[config.mk]
export PLATFORM = sky130hd
export DESIGN_NAME = viac_ctrl
export DESIGN_NICKNAME = d
export VERILOG_FILES = /design/src/viac_sync.v /design/src/viac_format.v /design/src/viac_ctrl.v
export VERILOG_INCLUDE_DIRS = /design/src
export SDC_FILE = /design/constraint.sdc
export NUM_CORES = 1
export LEC_CHECK = 0
export ABC_AREA = 0
export BUFFER_PORTS_ARGS = -buffer_cell sky130_fd_sc_hd__buf_2
export CAP_MARGIN = 20
export CORE_MARGIN = 3
export CORE_UTILIZATION = 55
export CTS_CLUSTER_SIZE = 30
export DETAILED_ROUTE_END_ITERATION = 7
export GPL_TIMING_DRIVEN = 0
export PLACE_DENSITY = 0.76
export SLEW_MARGIN = 30
export SYNTH_ARGS = -nofsm -noshare
export SYNTH_HDL_FRONTEND = slang
export SYNTH_SLANG_ARGS = --single-unit
[constraint.sdc]
create_clock -name aclk -period 6.3 [get_ports aclk]
set_input_delay 0.63 -clock aclk [delete_from_list [all_inputs] [get_ports aclk]]
set_output_delay 0.63 -clock aclk [all_outputs]
set_load 0.05 [all_outputs]
[src/viac_consts.vh]
// How it works
// - Swapped phase selection acquires input during second clock phase.
// - Normal phase selection acquires input during first clock phase.
// - Resolution accepts only 7 through 13; host must not program others.
// - Writing resolution halts any conversion; host must start again.
// - Conversion is integrate window 2^(bits+2) periods, then the gap.
// - Counter, period timer and integrator column share one sample clock.
// - Signed format gives -2^(N-1) to 2^(N-1)-1 two's complement.
// - Unsigned format gives 0 to 2^N-1.
// - Power code: 0 off, 1 low, 2 medium, 3 high.
// - Analog block stays powered down until start or a power write gives nonzero power.
// - Power code may change while converting, without stop or restart.
// - Sample count command takes eight bits; zero runs continuously.
// - Completion sets data-available; next result overwrites an unread one.
`ifndef VIAC_CONSTS_VH
`define VIAC_CONSTS_VH
`define VIAC_ADDR_CTRL 8'h00
`define VIAC_ADDR_RES 8'h04
`define VIAC_ADDR_GAP 8'h08
`define VIAC_ADDR_POWER 8'h0C
`define VIAC_ADDR_START 8'h10
`define VIAC_ADDR_STATUS 8'h14
`define VIAC_ADDR_DATA 8'h18
`define VIAC_RES_MIN 4'd7
`define VIAC_RES_MAX 4'd13
`define VIAC_RES_RESET 4'd13
`define VIAC_GAP_RESET 16'h0005
`define VIAC_PWR_OFF 2'd0
`define VIAC_PWR_LOW 2'd1
`define VIAC_PWR_MED 2'd2
`define VIAC_PWR_HIGH 2'd3
`define VIAC_CTRL_PHASE 0
`define VIAC_CTRL_FMT 1
`define VIAC_CTRL_STOP 2
`define VIAC_CTRL_CLR 3
`define VIAC_ST_AVAIL 0
`define VIAC_ST_BUSY 1
`define VIAC_ST_INTEG 2
`define VIAC_RESP_OKAY 2'b00
`define VIAC_RESP_SLVERR 2'b10
`endif

[src/viac_sync.v]
`timescale 1ns/1ns
`default_nettype none
module viac_sync (
    input wire aclk,
    input wire aresetn,
    input wire d,
    output wire q
);
    reg meta_q;
    reg sync_q;
    always @(posedge aclk) begin
        if (!aresetn) begin
            meta_q <= 1'b0;
            sync_q <= 1'b0;
        end else begin
            meta_q <= d;
            sync_q <= meta_q;
        end
    end
    assign q = sync_q;
endmodule // viac_sync
`default_nettype wire

[src/viac_format.v]
`timescale 1ns/1ns
`default_nettype none
module viac_format (
    input wire [3:0] res,
    input wire fmt_signed,
    input wire [15:0] count,
    output reg [15:0] result
);
    // ****************************************
    // Window count 0..2^(N+2) mapped to N bits
    // ****************************************
    reg [15:0] scaled;
    reg [15:0] full;
    reg [15:0] half;
    always @* begin
        scaled = count >> 2;
        full = 16'h0001 << res;
        half = 16'h0001 << (res - 4'd1);
        if (scaled >= full) begin
            scaled = full - 16'h0001;
        end
        if (fmt_signed) begin
            result = scaled - half;
        end else begin
            result = scaled;
        end
    end
endmodule // viac_format
`default_nettype wire

[src/viac_ctrl.v]
// The placing of the registers and the AXI4-Lite register port were decided locally.
`timescale 1ns/1ns
`default_nettype none
`include "viac_consts.vh"
module viac_ctrl (
    input wire aclk,
    input wire aresetn,
    input wire [7:0] s_axi_awaddr,
    input wire [2:0] s_axi_awprot,
    input wire s_axi_awvalid,
    output wire s_axi_awready,
    input wire [31:0] s_axi_wdata,
    input wire [3:0] s_axi_wstrb,
    input wire s_axi_wvalid,
    output wire s_axi_wready,
    output reg [1:0] s_axi_bresp,
    output reg s_axi_bvalid,
    input wire s_axi_bready,
    input wire [7:0] s_axi_araddr,
    input wire [2:0] s_axi_arprot,
    input wire s_axi_arvalid,
    output wire s_axi_arready,
    output reg [31:0] s_axi_rdata,
    output reg [1:0] s_axi_rresp,
    output reg s_axi_rvalid,
    input wire s_axi_rready,
    input wire sample_clock,
    input wire comparator_positive,
    output reg acquire_phase1,
    output reg acquire_phase2,
    output reg integrator_reset,
    output reg [1:0] power_code,
    output reg data_available
);
    // ****************************************
    // States
    // ****************************************
    localparam [2:0] ST_IDLE = 3'b001;
    localparam [2:0] ST_INTEG = 3'b010;
    localparam [2:0] ST_GAP = 3'b100;

    reg [2:0] state_q;
    reg [3:0] res_q;
    reg [15:0] gap_q;
    reg phase_sel_q;
    reg fmt_signed_q;
    reg [7:0] remain_q;
    reg cont_q;
    reg [15:0] tick_q;
    reg [15:0] pos_q;
    reg [15:0] data_q;
    reg sclk_prev_q;
    reg [7:0] aw_q;
    reg aw_full_q;
    reg [31:0] w_q;
    reg [3:0] ws_q;
    reg w_full_q;
    wire sclk_s;
    wire comp_s;
    wire tick;
    wire [15:0] win_len;
    wire [15:0] fmt_res;
    wire wr_go;
    reg wr_ok;
    reg [31:0] rd_val;
    reg rd_ok;

    // ****************************************
    // Synchronisers and sample clock edge
    // ****************************************
    viac_sync u_sclk (
        .aclk(aclk),
        .aresetn(aresetn),
        .d(sample_clock),
        .q(sclk_s)
    );
    viac_sync u_comp (
        .aclk(aclk),
        .aresetn(aresetn),
        .d(comparator_positive),
        .q(comp_s)
    );
    // One tick drives counter, period timer and column alike
    assign tick = sclk_s & ~sclk_prev_q;
    assign win_len = 16'h0001 << (res_q + 4'd2);

    viac_format u_fmt (
        .res(res_q),
        .fmt_signed(fmt_signed_q),
        .count(pos_q),
        .result(fmt_res)
    );

    // ****************************************
    // Bus slave
    // ****************************************
    assign s_axi_awready = ~aw_full_q & ~s_axi_bvalid;
    assign s_axi_wready = ~w_full_q & ~s_axi_bvalid;
    assign s_axi_arready = ~s_axi_rvalid;
    assign wr_go = aw_full_q & w_full_q & ~s_axi_bvalid;

    always @* begin
        case (aw_q)
            `VIAC_ADDR_CTRL, `VIAC_ADDR_POWER, `VIAC_ADDR_START: wr_ok = 1'b1;
            `VIAC_ADDR_GAP: wr_ok = 1'b1;
            // Out of range resolution refused
            `VIAC_ADDR_RES: wr_ok = (w_q[3:0] >= `VIAC_RES_MIN) &&
                (w_q[3:0] <= `VIAC_RES_MAX) && (w_q[31:4] == 28'd0);
            default: wr_ok = 1'b0;
        endcase
    end

    always @* begin
        rd_ok = 1'b1;
        case (s_axi_araddr)
            `VIAC_ADDR_CTRL: rd_val = {30'd0, fmt_signed_q, phase_sel_q};
            `VIAC_ADDR_RES: rd_val = {28'd0, res_q};
            `VIAC_ADDR_GAP: rd_val = {16'd0, gap_q};
            `VIAC_ADDR_POWER: rd_val = {30'd0, power_code};
            `VIAC_ADDR_START: rd_val = {23'd0, cont_q, remain_q};
            `VIAC_ADDR_STATUS: rd_val = {29'd0, state_q[1],
                ~state_q[0], data_available};
            `VIAC_ADDR_DATA: rd_val = {16'd0, data_q};
            default: begin
                rd_val = 32'd0;
                rd_ok = 1'b0;
            end
        endcase
    end

    always @(posedge aclk) begin
        if (!aresetn) begin
            aw_q <= 8'h00;
            aw_full_q <= 1'b0;
            w_q <= 32'd0;
            ws_q <= 4'h0;
            w_full_q <= 1'b0;
            s_axi_bvalid <= 1'b0;
            s_axi_bresp <= `VIAC_RESP_OKAY;
            s_axi_rvalid <= 1'b0;
            s_axi_rresp <= `VIAC_RESP_OKAY;
            s_axi_rdata <= 32'd0;
        end else begin
            if (s_axi_awvalid && s_axi_awready) begin
                aw_q <= s_axi_awaddr;
                aw_full_q <= 1'b1;
            end
            if (s_axi_wvalid && s_axi_wready) begin
                w_q <= s_axi_wdata;
                ws_q <= s_axi_wstrb;
                w_full_q <= 1'b1;
            end
            if (wr_go) begin
                aw_full_q <= 1'b0;
                w_full_q <= 1'b0;
                s_axi_bvalid <= 1'b1;
                s_axi_bresp <= wr_ok ? `VIAC_RESP_OKAY : `VIAC_RESP_SLVERR;
            end else if (s_axi_bready) begin
                s_axi_bvalid <= 1'b0;
            end
            if (s_axi_arvalid && s_axi_arready) begin
                s_axi_rvalid <= 1'b1;
                s_axi_rdata <= rd_val;
                s_axi_rresp <= rd_ok ? `VIAC_RESP_OKAY : `VIAC_RESP_SLVERR;
            end else if (s_axi_rready) begin
                s_axi_rvalid <= 1'b0;
            end
        end
    end

    // ****************************************
    // Sequencer
    // ****************************************
    always @(posedge aclk) begin
        if (!aresetn) begin
            state_q <= ST_IDLE;
            res_q <= `VIAC_RES_RESET;
            gap_q <= `VIAC_GAP_RESET;
            phase_sel_q <= 1'b0;
            fmt_signed_q <= 1'b1;
            power_code <= `VIAC_PWR_OFF;
            remain_q <= 8'd0;
            cont_q <= 1'b0;
            tick_q <= 16'd0;
            pos_q <= 16'd0;
            data_q <= 16'd0;
            data_available <= 1'b0;
            sclk_prev_q <= 1'b0;
            acquire_phase1 <= 1'b0;
            acquire_phase2 <= 1'b0;
            integrator_reset <= 1'b1;
        end else begin
            sclk_prev_q <= sclk_s;
            // Input acquired on phase one unless swapped
            acquire_phase1 <= state_q[1] & ~phase_sel_q;
            acquire_phase2 <= state_q[1] & phase_sel_q;
            integrator_reset <= ~state_q[1];
            case (state_q)
                ST_INTEG: begin
                    if (tick) begin
                        tick_q <= tick_q + 16'd1;
                        if (comp_s) begin
                            pos_q <= pos_q + 16'd1;
                        end
                        if (tick_q == win_len - 16'd1) begin
                            tick_q <= 16'd0;
                            state_q <= ST_GAP;
                        end
                    end
                end
                ST_GAP: begin
                    if (tick_q == 16'd0 && !tick) begin
                        data_q <= fmt_res;
                    end
                    if (tick) begin
                        tick_q <= tick_q + 16'd1;
                        if (tick_q + 16'd1 >= gap_q) begin
                            tick_q <= 16'd0;
                            pos_q <= 16'd0;
                            if (!cont_q && remain_q == 8'd1) begin
                                state_q <= ST_IDLE;
                            end else begin
                                state_q <= ST_INTEG;
                            end
                            if (!cont_q) begin
                                remain_q <= remain_q - 8'd1;
                            end
                        end
                    end
                end
                ST_IDLE: begin
                    tick_q <= 16'd0;
                    pos_q <= 16'd0;
                end
                default: state_q <= ST_IDLE;
            endcase
            // Flag set on completion; unread result overwritten
            if (state_q == ST_INTEG && tick && tick_q == win_len - 16'd1) begin
                data_available <= 1'b1;
            end else if (wr_go && aw_q == `VIAC_ADDR_CTRL &&
                    ws_q[0] && w_q[`VIAC_CTRL_CLR]) begin
                data_available <= 1'b0;
            end
            if (wr_go && wr_ok && ws_q[0]) begin
                case (aw_q)
                    `VIAC_ADDR_CTRL: begin
                        phase_sel_q <= w_q[`VIAC_CTRL_PHASE];
                        fmt_signed_q <= w_q[`VIAC_CTRL_FMT];
                        if (w_q[`VIAC_CTRL_STOP]) begin
                            state_q <= ST_IDLE;
                        end
                    end
                    `VIAC_ADDR_RES: begin
                        res_q <= w_q[3:0];
                        state_q <= ST_IDLE;
                    end
                    `VIAC_ADDR_GAP: begin
                        if (ws_q[1]) begin
                            gap_q <= w_q[15:0];
                        end
                    end
                    `VIAC_ADDR_POWER: begin
                        power_code <= w_q[1:0];
                    end
                    `VIAC_ADDR_START: begin
                        power_code <= w_q[9:8];
                        remain_q <= w_q[7:0];
                        cont_q <= (w_q[7:0] == 8'd0);
                        tick_q <= 16'd0;
                        pos_q <= 16'd0;
                        state_q <= (w_q[9:8] == `VIAC_PWR_OFF) ?
                            ST_IDLE : ST_INTEG;
                    end
                    default: begin
                    end
                endcase
            end
        end
    end
endmodule // viac_ctrl
`default_nettype wire

After elaboration in Yosys (flattened, before gate mapping):

Index checks and enable logic that the tools add are counted.

* eq/ne operators: 15
* add/sub/neg operators: 8
* multiplexer cells: 44
* bitwise logic cells: 16
* magnitude comparators: 4
* reductions and logical operators: 35
* shifts and indexed selects: 3

Operators by type and width (number)
* 16-bit 2-to-1 mux: 14
* 16-bit case mux with 7 select lines: 1
* 16-bit case mux with 3 select lines: 2
* 8-bit 2-to-1 mux: 6
* 1-bit by 4-bit << shifter with 16-bit output, first input constant: 3
* 16-bit by 1-bit adder with 16-bit output, second input constant: 2
* 8-bit by 4-bit equality test with 1-bit output, second input constant: 4
* 8-bit by 5-bit equality test with 1-bit output, second input constant: 4
* 16-bit by 1-bit subtractor with 16-bit output, second input constant: 2
* 28-bit zero test: 1
* 8-bit zero test: 3
* 3-bit 2-to-1 mux: 6
* 3-bit case mux with 3 select lines: 2
* 16-bit equality test: 1
* 8-bit by 3-bit equality test with 1-bit output, second input constant: 2
* 14-bit by 16-bit >= comparator with 1-bit output: 1
* 16-bit >= comparator: 1
* 16-bit zero test: 1
* 16-bit subtractor: 1
* 1-bit logical AND: 14
* 2-bit AND reduction: 5
* 1-bit NOT: 9
* 8-bit by 1-bit equality test with 1-bit output, second input constant: 1
* 2-bit 2-to-1 mux: 4
* other kinds (19): 35

* bits of input ports: 67
* register bits: 175
* logic and storage cells: 155
* output and inout port bits: 47

Depth between registers and ports, before layout:

* word-level depth: 10
* gate-level depth with buffers: 23

Modules after synthesis:

From an unflattened synthesis, not the netlist that was laid out.

* cell total of the unflattened synthesis: 1278
* area, all modules: 10028.4 sq um

By module, submodules not included
* viac_ctrl: sequential area each 3062.9 sq um, times used 1, cells an instance 982, area an instance 8032.7 sq um
* viac_format: sequential area each 0.0 sq um, times used 1, cells an instance 288, area an instance 1890.6 sq um
* viac_sync: sequential area each 40.0 sq um, times used 2, cells an instance 4, area an instance 52.6 sq um

Worst setup path before layout:

Ideal clock, no wire load.

* path kind: flip-flop to flip-flop
* start point: register res_q[0]
* end point: register data_q[15]
* path slack: 1.563 ns
* path buffers: 3
* period minus slack after synthesis: 4.737 ns
* setup time: 0.074 ns
* cell stages (with the launch flop): 23
* arrival: 4.663 ns
* path through: dfxtp_1 > buf_6 > clkbuf_1 > nor2b_1 > and2_1 > nand2_1 > ha_1 > a21oi_1 > o22ai_1 > or4_1 > a21oi_1 > nor3_2 > clkbuf_1 > nor2_1 > a21oi_1 > ha_1 > and3_1 > a211oi_1 > o31ai_1 > a31o_2 > a31o_2 > a31o_2 > o21ai_0

* cells in the longest elaborated chain, start to end: 5

Ends and longest elaborated chain
* from (decl): RTL line viac_ctrl.v:43 `reg [3:0] res_q;`
* from (signal assigned): RTL line viac_ctrl.v:177 `` res_q <= `VIAC_RES_RESET; ``
* from (signal assigned): RTL line viac_ctrl.v:254 `res_q <= w_q[3:0];`
* 1-bit by 4-bit << shifter with 16-bit output: RTL line viac_format.v:17 `full = 16'h0001 << res;`
* 16-bit by 1-bit subtractor with 16-bit output or 14-bit by 16-bit >= comparator with 1-bit output (tied branches): RTL line viac_format.v:20, viac_format.v:19
* 16-bit 2-to-1 mux: RTL line viac_format.v:19 `if (scaled >= full) begin`
* 16-bit subtractor: RTL line viac_format.v:23 `result = scaled - half;`
* 16-bit 2-to-1 mux *: RTL line viac_format.v:22 `if (fmt_signed) begin`
* to (signal assigned): RTL line viac_ctrl.v:213 `data_q <= fmt_res;`
* to (decl): RTL line viac_ctrl.v:51 `reg [15:0] data_q;`

Mark *: on every way between the ends. The rest lies on a longest branch, timed or not.
A chain may end at the register's enable or synchronous reset.

Final worst setup path:

* start point: register res_q[1]
* end point: register data_q[15]

The elaborated chain is that of the path after synthesis.

==> out/metrics.yaml <==
die:
  dieHeight_um: 140
  start_util: 0.566
  die_area_um2: 19600
  core_area_um2: 17400
  pin_count: 114
  num_rows: 48
  die_w_um: 140
synth:
  syn_inst: 1264
  ys_seq_area_frac: 0.319
  synth_top_area_frac: 0.319
  synth-seq-cells: 157
  synth_edf_count: 0
  synth_ff_type: "dfxtp_1"
  async_flop_share: 0
  netlist_top_cells_count: "201 x nand2_1, 157 x dfxtp_1, 115 x nor2_1"
  synth_area_leader_cell: "dfxtp_1"
  yosysWarnings: 0
  synth_cell_types: 86
  synth.area.top_cells: "dfxtp_1 32%, ha_1 7.7%, nand2_1 7.7%"
  syn-cell-area_um2: 9850
  syn_avg_cell_area_um2: 7.79
  yosysMostFrequentCell: "nand2_1"
clocking:
  cts-root-buf: "clkbuf_16"
  clock-sinks: 157
  clockBufferDepth: 2
  clock_latency_ps: 440
  cts.clk_slew.worst_paths_ps: 80
  htreeDepth: 4
  numCtsBuffers: 17
  cts_tree: "done"
  postCtsHoldBufs: 0
sta:
  max_freq_mhz: 171
  tightest_slew_ps: 822
  whs_ps: 366
  slew_viol_final: 0
  fin_crit_ps: 5840
  fin_ws_ps: 457
  period_share: 0.927
  hold_viol_final: 0
  grt_setup_unrepaired: "false"
  relSlewSlack: 0.447
  tns_ps: 0
  finClkSkew_ps: 14.0
  setup_violations: 0
setup_path:
  crit_required_ps: 6660
  crit_fanout: 10
  reg2reg_from: "res_q[1]"
  crit_path_end_kind: "register"
  critical_path_buf_inv_count: 3
  crit_type: "reg -> reg"
  slowest_stage: "nor3_2"
  crit_path_frequent_cell: "a31o_2"
  r2r-end: "data_q[15]"
  ff2ff_setup_slack_ps: 460
  path_delay_family: "compound AO/OA/AOI/OAI gates"
  startpoint_type: "register"
  crit_arrival_ps: 6210
  reg2regPathDepth: 21
  cp-startpoint: "res_q[1]"
  cp_slowest_stage_delay_ps: 510
  path_cells: "buf_6 -> clkbuf_1 -> nand2_1 -> nor2_1 -> nand2_1 -> ha_1 -> nand3_1 -> o22ai_1 -> or4_1 -> a21oi_1 -> nor3_2 -> clkbuf_2 -> mux2i_1 -> ha_1 -> and3_1 -> a211oi_1 -> o31ai_1 -> a31o_2 -> a31o_2 -> a31o_2 -> o21ai_0"
placed_design:
  portBuffers: 85
  place_inst: 1591
  routabilityCongestion: 0.951
  dpl_worst_slack_ps: 409
  dpl.hpwl_um: 22400
drt:
  vias: 9689
  drc_errors: 0
  ant_nets: 0
  drt_iter0_markers: 949
  drt_wl_total_um: 29700
  vias_per_cell: 5.97
  firstDrtPassIters: 5
  avgRoutedWirePerCell_um: 18.3
worst_hold_path:
  hold_path_class: "in -> reg"
  min_path_cells: 2
  hp-start: "s_axi_rready"
  hold_end: "s_axi_rvalid"
pwr:
  power_density_nw_per_um2: 202
  vdd_drop_max_v: 0.000183
  switching_power_w: 0.000657
  seqPwrFrac: 0.456
  p_leak_nw: 4.50
  p_sw_frac: 0.290
  p_comb_frac: 0.084
  p_clk_frac: 0.460
  p_int_w: 0.00161
grt:
  grt_pass1_vias: 9212
  grt_max_degree: 19
  grt_antenna_before_repair: 0
  grt_pass1_wl_um: 47400
  grt.overflow.total: 0
  grt_use_total: 0.299
layout:
  n_fill_cell: 1543
  antenna_cells: 0
  fin_nets: 1514
  final_cells: 1623
  seq_area_um2: 3140
  area_growth_pct: 14.0
  multi_input_area_um2: 6110
  drive_above_1_share: 0.135
flow_run:
  maxCapViolCount: 0
outcome:
  status: "finished, final reports clean"
==> metrics by stage <==
step | total power, W | instance area [um2] | utilization
finish | 0.00226 | 11200 | 0.645
global placement | 0.00124 | 10600 | 0.610
CTS | 0.00227 | 11200 | 0.644
detailed placement | 0.00124 | 10600 | 0.610
floorplan | 0.00118 | 9920 | -
global route | 0.00234 | 11200 | 0.645
==> sequential cells by signal, summed over array words and instances (netlist names), 2 cells and up <==
register	flops
s_axi_rdata	16
data_q	16
gap_q	16
tick_q	16
remain_q	8
res_q	4
power_code	2
ws_q	2
pos_q	16
state_q	3
w_q	32
aw_q	8
==> layout by cell type (no fill, tap or decap), types with 6 or more instances in the layout <==
cell	Yosys	layout
a21o_1	12	12
buf_6	6	6
ha_1	61	61
a32oi_1	9	9
nand3_1	43	43
buf_4	21	21
buf_2	5	90
xor2_1	14	14
a211oi_1	12	12
inv_1	44	44
or2_2	7	7
and3_1	13	13
a31oi_1	23	23
nor2_1	115	115
a31o_2	6	6
nand2_1	201	201
o31ai_1	6	6
clkbuf_1	59	58
nor4_1	16	15
nand4_1	11	11
a21oi_1	92	92
and2_1	17	17
conb_1	1	18
o211ai_1	10	10
nand2b_1	10	10
o22ai_1	10	10
clkbuf_16	0	17
xnor2_1	27	27
dfxtp_1	157	157
nor2b_1	13	13
mux2i_1	35	35
a311oi_1	9	9
nor3_1	22	22
o21ai_0	64	64
a22oi_1	19	19
==> kinds of logic after synthesis <==
family,count (synthesis),share of synthesized area
AOI/OAI and AO/OA,316,0.208
other,1,0.000381
xor gates and xnor gates,44,0.0425
and+or+nand+nor,502,0.239
buffers and inverters,141,0.0674
DFF,157,0.319
muxes,41,0.0447
adders and majority gates,62,0.0795
==> worst max-delay path by stage <==
stage / to / slack, ps / depth (start not counted)
global placement: data_q[15] / 550 / 21
floorplan: data_q[15] / 1560 / 22
CTS: data_q[15] / 390 / 21
finish: data_q[15] / 460 / 21
global route: data_q[15] / 30 / 21
detailed placement: data_q[15] / 410 / 21
==> layer usage <==
layer / part of all wire / vias to the layer above / GRT usage
li1: - / 4709 / -
met1: 0.41 / 4445 / 0.380
met2: 0.46 / 446 / 0.488
met3: 0.077 / 89 / 0.0622
met4: 0.044 / 0 / 0.137
met5: 0 / - / 0
==> power groups by stage <==
stage	Sequential [W]	Clock (W)	Combinational [W]
final	0.00103	0.00104	0.000190
after global routing	0.00104	0.00109	0.000209
after CTS	0.00103	0.00105	0.000188
after detailed placement	0.00106	0	0.000187
after global placement	0.00105	0	0.000185
after floorplan	0.00105	0	0.000128
==> final cells by class <==
type	instances	area share
inverter	45	0.0150
tap	225	0.0251
sequential	157	0.280
timing repair buffer	85	0.0379
multi-input combinational	983	0.545
clock buffer	17	0.0379
buffer	96	0.0442
clock inverter	15	0.0155
==> timing repair <==
| item | 4_1_cts | 5_1_grt |
|---|---|---|
| endpoints found under the setup margin | 0 | 2 |
| resized for setup | 0 | 2 |
| buffers inserted | 0 | 0 |
No activity file was read; power rests on OpenSTA's default activity.
